## config.mk

```make
export PLATFORM = sky130hd
export DESIGN_NAME = eeprom_dev_flat
export DESIGN_NICKNAME = d
export VERILOG_FILES = /design/src/core/eeprom_link_pkg.sv /design/src/core/eeprom_link_if.sv /design/src/core/eeprom_dev.sv /design/src/flat_wrapper.sv
export SDC_FILE = /design/constraint.sdc
export NUM_CORES = 2
export LEC_CHECK = 0
export BUFFER_PORTS_ARGS = -buffer_cell sky130_fd_sc_hd__buf_2
export CAP_MARGIN = 40
export CORE_ASPECT_RATIO = 0.7
export CORE_UTILIZATION = 45
export CTS_CLUSTER_SIZE = 16
export DETAILED_ROUTE_END_ITERATION = 12
export RECOVER_POWER = 50
export SYNTH_ARGS = -nofsm -noshare
export SYNTH_HDL_FRONTEND = slang
export SYNTH_SLANG_ARGS = --single-unit
```

## constraint.sdc

```tcl
create_clock -name mclk -period 6.6 [get_ports mclk]
set_input_delay 0 -clock mclk [delete_from_list [all_inputs] [get_ports mclk]]
set_output_delay 0 -clock mclk [all_outputs]
set_load 0.05 [all_outputs]
```

## src/core/eeprom_link_pkg.sv

```systemverilog
// Shared constants for the serial EEPROM link: opcodes, status layout, timing.
package eeprom_link_pkg;
	// ----------------------------------------
	// Opcodes
	// ----------------------------------------
	localparam logic [7:0] OP_SET_WL = 8'h06; // Set write-enable latch.
	localparam logic [7:0] OP_CLR_WL = 8'h04; // Clear write-enable latch.
	localparam logic [7:0] OP_RD_STAT = 8'h05; // Read status word.
	localparam logic [7:0] OP_WR_STAT = 8'h01; // Write status word.
	localparam logic [7:0] OP_RD_ARR = 8'h03; // Read memory array.
	localparam logic [7:0] OP_WR_ARR = 8'h02; // Write memory array.
	// ----------------------------------------
	// Status word layout
	// ----------------------------------------
	localparam int ST_BUSY = 0; // Busy flag position.
	localparam int ST_WL = 1; // Write-enable latch position.
	localparam int ST_PL_LO = 2; // Protect level low bit.
	localparam int ST_PL_HI = 3; // Protect level high bit.
	localparam logic [1:0] PL_NONE = 2'h0; // Nothing protected.
	localparam logic [1:0] PL_QTR = 2'h1; // Top quarter protected.
	localparam logic [1:0] PL_HALF = 2'h2; // Top half protected.
	localparam logic [7:0] QTR_BASE = 8'hc0; // First address of top quarter.
	localparam logic [7:0] HALF_BASE = 8'h80; // First address of top half.
	localparam logic [2:0] BIT_LAST = 3'h7; // Index of the last bit of a byte.
	localparam logic [1:0] PAGE_MASK = 2'h3; // Page offset counter width marker.
	// ----------------------------------------
	// Timing
	// ----------------------------------------
	localparam int MCLK_NS = 50; // System clock period in ns.
	localparam int PROG_US = 100; // Programming time in microseconds (bench-scaled).
	localparam int PROG_CYC = (PROG_US * 1000 + MCLK_NS - 1) / MCLK_NS; // Cycles of programming.
	localparam int HALF_SCK_NS = 500; // Half period of the host serial clock.
	localparam int HALF_SCK_CYC = (HALF_SCK_NS + MCLK_NS - 1) / MCLK_NS; // Cycles per half.
	localparam logic [7:0] HALF_SCK_CNT = 8'(HALF_SCK_CYC - 1); // Divider reload value.
	// Host sequencer states, Gray-coded along the usual path except the step from H_TAIL back to H_IDLE.
	typedef enum logic [2:0] {
		H_IDLE = 3'b000,
		H_LEAD = 3'b001,
		H_LOW = 3'b011,
		H_HIGH = 3'b010,
		H_TAIL = 3'b110
	} host_state_t;
endpackage

```

## src/core/eeprom_link_if.sv

```systemverilog
// Wire bundle joining the serial master and the EEPROM device.
`timescale 1ns/1ps
interface eeprom_link_if;
	logic sel_b; // Active-low select from the master.
	logic sck; // Serial clock from the master.
	logic sdi; // Serial data toward the device.
	logic hold_b; // Active-low suspend from the master.
	logic wp_b; // Active-low write protect from the master.
	logic sdo_o; // Device output value.
	logic sdo_oe; // Device output enable, high while driving.
	wire sdo = sdo_oe ? sdo_o : 1'b1; // Resolved output; reads high while released.
	modport device (input sel_b, sck, sdi, hold_b, wp_b, output sdo_o, sdo_oe);
	modport host (output sel_b, sck, sdi, hold_b, wp_b, input sdo);
endinterface

```

## src/core/eeprom_dev.sv

```systemverilog
// Serial EEPROM device end: instruction decode, status word, protection, hold.
//
// Behaviour
// - Active only while selected and not held.
// - Sample on rising, shift out after falling.
// - First bit at first rise after select.
// - Output floats while bits shift in.
// - Reads drive every fall, ignore input.
// - Everything moves most significant bit first.
// - Eight-bit instruction register, six operations.
// - Decode set, clear, status read and write, array read and write.
// - Protect pin low refuses all writes.
// - Programming already begun completes regardless.
// - Latch clear blocks; protect bits guard blocks.
// - Status: level bits 3:2, latch 1, busy 0.
// - Hold entered only while clock low.
// - Suspended: ignore clock and input, float.
// - Release resumes only while clock low.
// - Hold low always floats the output.
// - Master ties hold high when unused.
// - Clock idle low or high both work.
// - Level codes protect none, C0, 80, all.
// - Powers up with write latch clear.
// - While busy only status read accepted.
// - Unknown opcode: ignore until next select.
//
// Implementation choices: the register offsets and the strobed register port.
`timescale 1ns/1ps
module eeprom_dev (
	input wire logic mclk,
	input wire logic rst_b,
	eeprom_link_if.device link,
	output logic busy_ff,
	output logic [7:0] status_ff
);
	// ----------------------------------------
	// Pin synchronisers
	// ----------------------------------------
	logic [4:0] meta_ff; // First stage for sel, sck, sdi, hold, wp.
	logic [4:0] sync_ff; // Second stage, the only stage logic reads.
	always_ff @(posedge mclk or negedge rst_b) begin
		if (!rst_b) begin
			meta_ff <= 5'h1f;
			sync_ff <= 5'h1f;
		end else begin
			meta_ff <= {link.sel_b, link.sck, link.sdi, link.hold_b, link.wp_b};
			sync_ff <= meta_ff;
		end
	end
	logic sel_b, sck, sdi, hold_b, wp_b; // Synchronised pin levels.
	assign {sel_b, sck, sdi, hold_b, wp_b} = sync_ff;
	logic sck_d_ff; // Previous clock level for edge finding.
	logic sel_d_ff; // Previous select level.
	always_ff @(posedge mclk or negedge rst_b) begin
		if (!rst_b) begin
			sck_d_ff <= 1'b1; // Matches the synchroniser's reset level, so no false edge.
			sel_d_ff <= 1'b1;
		end else begin
			sck_d_ff <= sck;
			sel_d_ff <= sel_b;
		end
	end
	logic rise, fall, sel_start, sel_end; // Edge events.
	assign rise = sck && !sck_d_ff;
	assign fall = !sck && sck_d_ff;
	assign sel_start = !sel_b && sel_d_ff;
	assign sel_end = sel_b && !sel_d_ff;
	// ----------------------------------------
	// Hold tracking
	// ----------------------------------------
	logic held_ff; // Set while the transfer is suspended.
	// Hold changes state only while the clock is low, or at a falling edge; deselect clears it at any clock level.
	always_ff @(posedge mclk or negedge rst_b) begin
		if (!rst_b) begin
			held_ff <= 1'b0;
		end else if (sel_b) begin
			held_ff <= 1'b0;
		end else if (!sck || fall) begin
			held_ff <= !hold_b;
		end
	end
	logic active; // Link is live for shifting.
	assign active = !sel_b && !held_ff;
	// ----------------------------------------
	// Serial transfer state
	// ----------------------------------------
	logic [7:0] shift_ff; // Incoming byte shift register.
	logic [2:0] bitcnt_ff; // Bit index within the current byte.
	logic [7:0] instr_ff; // Latched instruction.
	logic [1:0] phase_ff; // 0 opcode, 1 address or status data, 2 data, 3 dead.
	logic [7:0] addr_ff; // Array address.
	logic outmode_ff; // Set once a read starts outputting.
	logic [7:0] out_ff; // Outgoing byte shift register.
	logic [7:0] mem_ff [4][64]; // Array storage, one bank per page slot (low address bits).
	logic [2:0] obit_ff; // Output bit count.
	logic [7:0] page_ff [4]; // Page data buffer.
	logic [3:0] pvalid_ff; // Page slots loaded.
	logic [1:0] pl_ff; // Protect level bits.
	logic wl_ff; // Write-enable latch.
	logic pend_st_ff; // Status write pending select release.
	logic pend_arr_ff; // Array write pending select release.
	logic [7:0] pend_st_val_ff; // Status data to commit.
	logic [31:0] prog_cnt_ff; // Programming countdown.
	logic prog_st_ff; // Programming targets the status word.
	logic [7:0] byte_in; // Byte completed on this rise.
	assign byte_in = {shift_ff[6:0], sdi};
	logic byte_done; // Last bit of a byte captured now.
	assign byte_done = active && rise && !outmode_ff && bitcnt_ff == eeprom_link_pkg::BIT_LAST;
	// Protection decision for an address by level.
	function automatic logic guarded(input logic [1:0] pl, input logic [7:0] a);
		guarded = (pl == eeprom_link_pkg::PL_NONE) ? 1'b0 :
			(pl == eeprom_link_pkg::PL_QTR) ? (a >= eeprom_link_pkg::QTR_BASE) :
			(pl == eeprom_link_pkg::PL_HALF) ? (a >= eeprom_link_pkg::HALF_BASE) : 1'b1;
	endfunction
	// Shift input bits on rising edges, starting fresh at each select.
	always_ff @(posedge mclk or negedge rst_b) begin
		if (!rst_b) begin
			shift_ff <= 8'h00;
			bitcnt_ff <= 3'h0;
		end else if (sel_start || sel_b) begin
			bitcnt_ff <= 3'h0;
		end else if (active && rise && !outmode_ff && phase_ff != 2'h3) begin
			shift_ff <= byte_in;
			bitcnt_ff <= bitcnt_ff + 3'h1;
		end
	end
	// Sequence through opcode, address and data bytes.
	always_ff @(posedge mclk or negedge rst_b) begin
		if (!rst_b) begin
			instr_ff <= 8'h00;
			phase_ff <= 2'h0;
			addr_ff <= 8'h00;
			outmode_ff <= 1'b0;
			pend_st_ff <= 1'b0;
			pend_arr_ff <= 1'b0;
			pend_st_val_ff <= 8'h00;
			pvalid_ff <= 4'h0;
		end else if (sel_start || sel_b) begin
			phase_ff <= 2'h0;
			outmode_ff <= 1'b0;
			if (sel_b) begin
				pend_st_ff <= 1'b0;
				pend_arr_ff <= 1'b0;
				pvalid_ff <= 4'h0;
			end
		end else if (byte_done && phase_ff == 2'h0) begin
			instr_ff <= byte_in;
			// While busy only status read goes on; unknown codes go dead.
			if (busy_ff && byte_in != eeprom_link_pkg::OP_RD_STAT) begin
				phase_ff <= 2'h3;
			end else if (byte_in == eeprom_link_pkg::OP_RD_STAT) begin
				outmode_ff <= 1'b1;
			end else if (byte_in == eeprom_link_pkg::OP_RD_ARR ||
				byte_in == eeprom_link_pkg::OP_WR_ARR || byte_in == eeprom_link_pkg::OP_WR_STAT) begin
				phase_ff <= 2'h1;
			end else begin
				phase_ff <= 2'h3; // Set and clear latch need nothing more.
			end
		end else if (byte_done && phase_ff == 2'h1) begin
			if (instr_ff == eeprom_link_pkg::OP_WR_STAT) begin
				pend_st_val_ff <= byte_in;
				pend_st_ff <= 1'b1;
				phase_ff <= 2'h3;
			end else begin
				addr_ff <= byte_in;
				phase_ff <= 2'h2;
				outmode_ff <= (instr_ff == eeprom_link_pkg::OP_RD_ARR);
			end
		end else if (byte_done && phase_ff == 2'h2) begin
			// Page write: low two address bits wrap within the page.
			page_ff[addr_ff[1:0]] <= byte_in;
			pvalid_ff[addr_ff[1:0]] <= 1'b1;
			addr_ff <= {addr_ff[7:2], addr_ff[1:0] + 2'h1};
			pend_arr_ff <= 1'b1;
		end else if (outmode_ff && active && fall && obit_ff == 3'h0 &&
			instr_ff == eeprom_link_pkg::OP_RD_ARR) begin
			addr_ff <= addr_ff + 8'h01; // Once per byte loaded; sequential read rolls over.
		end
	end
	// Output shifter: load on the fall after the last input bit and on every eighth fall after it, shift on the others.
	always_ff @(posedge mclk or negedge rst_b) begin
		if (!rst_b) begin
			out_ff <= 8'h00;
			obit_ff <= 3'h0;
		end else if (!outmode_ff) begin
			obit_ff <= 3'h0;
		end else if (active && fall) begin
			if (obit_ff == 3'h0) begin
				out_ff <= (instr_ff == eeprom_link_pkg::OP_RD_STAT) ? status_ff :
					mem_ff[addr_ff[1:0]][addr_ff[7:2]];
			end else begin
				out_ff <= {out_ff[6:0], 1'b0};
			end
			obit_ff <= obit_ff + 3'h1;
		end
	end
	logic out_live_ff; // Set after the first output fall.
	always_ff @(posedge mclk or negedge rst_b) begin
		if (!rst_b) begin
			out_live_ff <= 1'b0;
		end else if (!outmode_ff) begin
			out_live_ff <= 1'b0;
		end else if (active && fall) begin
			out_live_ff <= 1'b1;
		end
	end
	// Drive only while outputting and not held; float otherwise.
	always_ff @(posedge mclk or negedge rst_b) begin
		if (!rst_b) begin
			link.sdo_oe <= 1'b0;
			link.sdo_o <= 1'b0;
		end else begin
			link.sdo_oe <= out_live_ff && !sel_b && hold_b && !held_ff;
			link.sdo_o <= out_ff[7];
		end
	end
	// ----------------------------------------
	// Write latch, protection and programming
	// ----------------------------------------
	logic start_st, start_arr; // Programming launched at select release.
	// Writes need the latch set and protect pin high; array needs an open block.
	assign start_st = sel_end && pend_st_ff && wl_ff && wp_b && !busy_ff;
	assign start_arr = sel_end && pend_arr_ff && wl_ff && wp_b && !busy_ff &&
		!guarded(pl_ff, addr_ff);
	always_ff @(posedge mclk or negedge rst_b) begin
		if (!rst_b) begin
			wl_ff <= 1'b0;
		end else if (start_st || start_arr) begin
			wl_ff <= 1'b0; // Auto-disable after a write.
		end else if (byte_done && phase_ff == 2'h0 && !busy_ff) begin
			if (byte_in == eeprom_link_pkg::OP_SET_WL) begin
				wl_ff <= 1'b1;
			end else if (byte_in == eeprom_link_pkg::OP_CLR_WL) begin
				wl_ff <= 1'b0;
			end
		end
	end
	// Programming runs to the end once begun, whatever the protect pin does.
	always_ff @(posedge mclk or negedge rst_b) begin
		if (!rst_b) begin
			busy_ff <= 1'b0;
			prog_cnt_ff <= 32'h0;
			prog_st_ff <= 1'b0;
			pl_ff <= 2'h0;
		end else if (start_st || start_arr) begin
			busy_ff <= 1'b1;
			prog_st_ff <= start_st;
			prog_cnt_ff <= 32'(eeprom_link_pkg::PROG_CYC);
		end else if (busy_ff) begin
			if (prog_cnt_ff == 32'h1) begin
				busy_ff <= 1'b0;
				if (prog_st_ff) begin
					pl_ff <= pend_st_val_ff[eeprom_link_pkg::ST_PL_HI:eeprom_link_pkg::ST_PL_LO];
				end
			end
			prog_cnt_ff <= prog_cnt_ff - 32'h1;
		end
	end
	// Array commit on completion, one page slot per generated lane.
	logic [7:0] prog_addr_ff; // Page base held during programming.
	logic [3:0] prog_valid_ff; // Slots to commit.
	logic [7:0] prog_data_ff [4]; // Data held during programming.
	always_ff @(posedge mclk or negedge rst_b) begin
		if (!rst_b) begin
			prog_addr_ff <= 8'h00;
			prog_valid_ff <= 4'h0;
		end else if (start_arr) begin
			prog_addr_ff <= addr_ff;
			prog_valid_ff <= pvalid_ff;
		end
	end
	for (genvar g = 0; g < 4; g++) begin : g_page
		always_ff @(posedge mclk) begin
			if (start_arr) begin
				prog_data_ff[g] <= page_ff[g];
			end
			if (busy_ff && !prog_st_ff && prog_cnt_ff == 32'h1 && prog_valid_ff[g]) begin
				mem_ff[g][prog_addr_ff[7:2]] <= prog_data_ff[g];
			end
		end
	end
	// Status word as read back; upper bits read zero.
	always_ff @(posedge mclk or negedge rst_b) begin
		if (!rst_b) begin
			status_ff <= 8'h00;
		end else begin
			status_ff <= {4'h0, pl_ff, wl_ff, busy_ff};
		end
	end
endmodule

```

## src/flat_wrapper.sv

```systemverilog
// flat-port wrapper written by rule: the top's interface ports become plain ports
module eeprom_dev_flat 
  (mclk, rst_b, busy_ff, status_ff, link_sel_b, link_sck, link_sdi, link_hold_b, link_wp_b, link_sdo_o, link_sdo_oe);
  eeprom_link_if link_i ();
  input wire logic mclk;
  input wire logic rst_b;
  output logic busy_ff;
  output logic [7:0] status_ff;
  input wire logic [$bits(link_i.sel_b)-1:0] link_sel_b;
  input wire logic [$bits(link_i.sck)-1:0] link_sck;
  input wire logic [$bits(link_i.sdi)-1:0] link_sdi;
  input wire logic [$bits(link_i.hold_b)-1:0] link_hold_b;
  input wire logic [$bits(link_i.wp_b)-1:0] link_wp_b;
  output wire logic [$bits(link_i.sdo_o)-1:0] link_sdo_o;
  output wire logic [$bits(link_i.sdo_oe)-1:0] link_sdo_oe;
  assign link_i.sel_b = link_sel_b;
  assign link_i.sck = link_sck;
  assign link_i.sdi = link_sdi;
  assign link_i.hold_b = link_hold_b;
  assign link_i.wp_b = link_wp_b;
  assign link_sdo_o = link_i.sdo_o;
  assign link_sdo_oe = link_i.sdo_oe;
  eeprom_dev u_core (.mclk(mclk), .rst_b(rst_b), .link(link_i), .busy_ff(busy_ff), .status_ff(status_ff));
endmodule
```

==> impl_metrics.yaml <==
timing:
  tightestPinTransition_ns: 5.52
  slew_headroom_pct: -268
  fmax_ghz: 0.184
  setup_tns_ns: 0
  setup_viol: 0
  finalHoldViolations: 0
  skew_ns: 0.0500
  rsz0062_at_grt: "no"
  period_minus_slack_ns: 5.42
  slew_violations: 1553
  fin_crit_sh_pct: 82.2
critical_path:
  cpMaxStageDelayCell: "dlymetal6s4s_1"
  critPathKind: "flop to flop"
  cp-end-kind: "flop"
  worstPathRequired_ns: 6.44
  path_buf_inv: 1
  critPathMaxFanout: 65
  worstSetupEndpoint: "u_core.mem_ff[2][343]"
  startpoint_type: "flop"
  reg2reg_depth: 1
  regToRegSetupSlack_ns: 1.18
  r2r_end: "u_core.mem_ff[2][343]"
  reg2reg_from: "u_core.prog_data_ff[2][7]"
  cp_top_family: "buffers and inverters"
  crit_start: "u_core.prog_data_ff[2][7]"
  path_depth: 1
  path_cells: "dlymetal6s4s_1"
  cpPeakStageDelay_ns: 3.74
  cp.arrival_ns: 5.26
floorplanning:
  core-area_sq_um: 191000
  die_h_um: 370
  io_pins: 18
  start_util_pct: 45.5
  die_w_um: 528
  num_rows: 134
  dieArea_sq_um: 195000
status:
  violations: "max-capacitance violations, max-slew violations"
  outcome: "finished, violations left"
yosys:
  syn_avg_cell_area_sq_um: 20.2
  ys_top_cells_by_count: "edfxtp_1 (2,112), mux4_2 (508), nor2_1 (355), nand2_1 (245)"
  synth_area_leaders: "edfxtp_1 (73%), mux4_2 (13%), dfrtp_1 (3.0%)"
  yosys.area.top_type: "edfxtp_1"
  yosysMostFrequentCell: "edfxtp_1"
  syn-cell-area_sq_um: 87000
  synth_edf_count: 2112
  synth_top_area_share_pct: 72.9
  synth_cell_type_count: 80
  seq_area_frac_synth_pct: 76.2
  ys_ff_latch: 2227
  synthCells: 4312
  synthArstFlopShare_pct: 5.16
  synthFlopType: "edfxtp_1"
  ys_warn_count: 0
cts:
  numCtsBuffers: 204
  insertion_delay_ns: 0.88
  path_clk_slew_ns: 0.06
  cts_buffer_depth: 4
  htree_levels: 4
  cts_tree: "done"
  cts_root_buf: "clkbuf_16"
  postCtsResizedCells: 0
  clock-sinks: 2227
layout:
  area.growth.synth_to_final_pct: 12.1
  fin_util_pct: 51.0
  fin_area_sq_um: 97600
  fin_nets: 4501
  multi_input_area_sq_um: 19400
  seqCellArea_sq_um: 66300
  drive_gt1_share_pct: 22.1
  fillers: 15100
route:
  vias: 49200
  wl_per_cell_um: 41.6
  ant_nets: 0
  wirelength_mm: 301
  drt_iter0_markers: 10000
  drt-pass1-iter-count: 6
  avgViaCountPerCell: 6.79
  drc: 0
grt:
  grt_max_degree: 95
  grt_pass1_vias: 45700
  grt_pass1_wl_mm: 404
  grt_usage_pct: 30.9
  grt_remaining_overflow: 0
  antenna_found_initial: 38
min_path:
  timing.hold.worst.class: "primary input to flop"
  hp-start: "link_hold_b"
place:
  port_buffers: 13
  post-dp-hpwl_mm: 180
  placed_area_sq_um: 91000
  gp_congestion: 0.945
power:
  power_frac_seq_pct: 55.5
  comb_power_share_pct: 0.2
  p_per_area_nw_per_um2: 282
  swShare_pct: 19.4
  leakagePower_nw: 28.7
  peakVddDrop_uv: 229
  internal_power_w: 0.0222
  p_clk_share_pct: 44.3
  p_sw_w: 0.00534
run:
  cap_violations: 52
==> registers in the layout, indices dropped and copies added, names as in the netlist, 2 cells and up <==
name	flops
u_core.instr_ff	8
u_core.pend_st_val_ff	2
u_core.pvalid_ff	4
u_core.page_ff	32
u_core.prog_addr_ff	6
u_core.phase_ff	2
u_core.mem_ff	2048
u_core.prog_data_ff	32
u_core.pl_ff	2
u_core.prog_cnt_ff	32
u_core.prog_valid_ff	4
u_core.status_ff	4
u_core.obit_ff	3
u_core.shift_ff	7
u_core.meta_ff	5
u_core.out_ff	8
u_core.sync_ff	5
u_core.bitcnt_ff	3
u_core.addr_ff	8
==> stage by stage <==
stage / setup WS (ns) / cells / total power, W / hold WS (ns)
detailed placement: 2.29 / 6848 / 0.0156 / -0.171
CTS: 2.27 / 7228 / 0.0275 / 0.148
global route: 1.13 / 7234 / 0.0281 / 0.326
finish: 1.18 / 7245 / 0.0275 / 0.302
floorplan: 1.80 / 4315 / 0.0156 / -0.296
global placement: 1.83 / 6814 / 0.0156 / -0.174
==> what timing repair did <==
item	in CTS	in global routing
hold buffers	12	0
endpoints found under the hold margin	89	0
setup buffers	0	0
==> power groups by stage <==
stage | Sequential [W] | Clock, W | Combinational [W]
2_1_floorplan | 0.0156 | 0 | 0.0000193
3_3_place_gp | 0.0156 | 0 | 0.0000384
3_5_place_dp | 0.0156 | 0 | 0.0000394
4_1_cts | 0.0153 | 0.0122 | 0.0000453
5_1_grt | 0.0153 | 0.0128 | 0.0000488
6_report | 0.0153 | 0.0122 | 0.0000434
==> worst min-delay path by stage <==
stage	to	cells past startpoint
2_1_floorplan	u_core.addr_ff[0]	0
3_3_place_gp	u_core.addr_ff[1]	1
3_5_place_dp	u_core.addr_ff[1]	1
4_1_cts	u_core.addr_ff[1]	3
5_1_grt	u_core.meta_ff[1]	3
6_report	u_core.meta_ff[1]	3
==> routing by layer <==
layer | global-route usage, % | share of wire [%] | vias to the layer above
met5 | 0.485 | 0.11 | -
met4 | 8.28 | 2.9 | 28
met3 | 12.2 | 17 | 566
met2 | 43.1 | 42 | 4657
met1 | 44.9 | 38 | 25900
li1 | - | - | 18000
==> cells in the final DEF, fill, tap and decap left out, drive strengths merged, types with 28 or more instances in the layout <==
master,instances
mux4,518
clkbuf,312
nand2,245
nor3,35
clkinv,90
nand3,42
mux2,46
dfrtp,103
edfxtp,2112
nor2,355
o21ai,53
bufinv,28
mux2i,93
buf,115
a21oi,61
==> cells by family after synthesis <==
| logic type | Yosys count | synth area share, % |
|---|---|---|
| buf+inv | 258 | 1.66 |
| mux | 657 | 15.1 |
| fa+ha+maj | 10 | 0.144 |
| other cells | 1 | 0.00431 |
| compound gates | 306 | 2.38 |
| xor+xnor | 29 | 0.292 |
| simple gates | 824 | 4.20 |
| flops | 2227 | 76.2 |
==> cell type report <==
type / instances / share of cell area [%]
sequential: 2227 / 68.0
timing repair buffer: 203 / 1.80
tap: 2584 / 3.31
clock buffer: 238 / 5.50
antenna: 15 / 0.0385
multi-input combinational: 1830 / 19.9
clock inverter: 130 / 1.42
inverter: 18 / 0.0718
(Power assumes the default switching activity.)
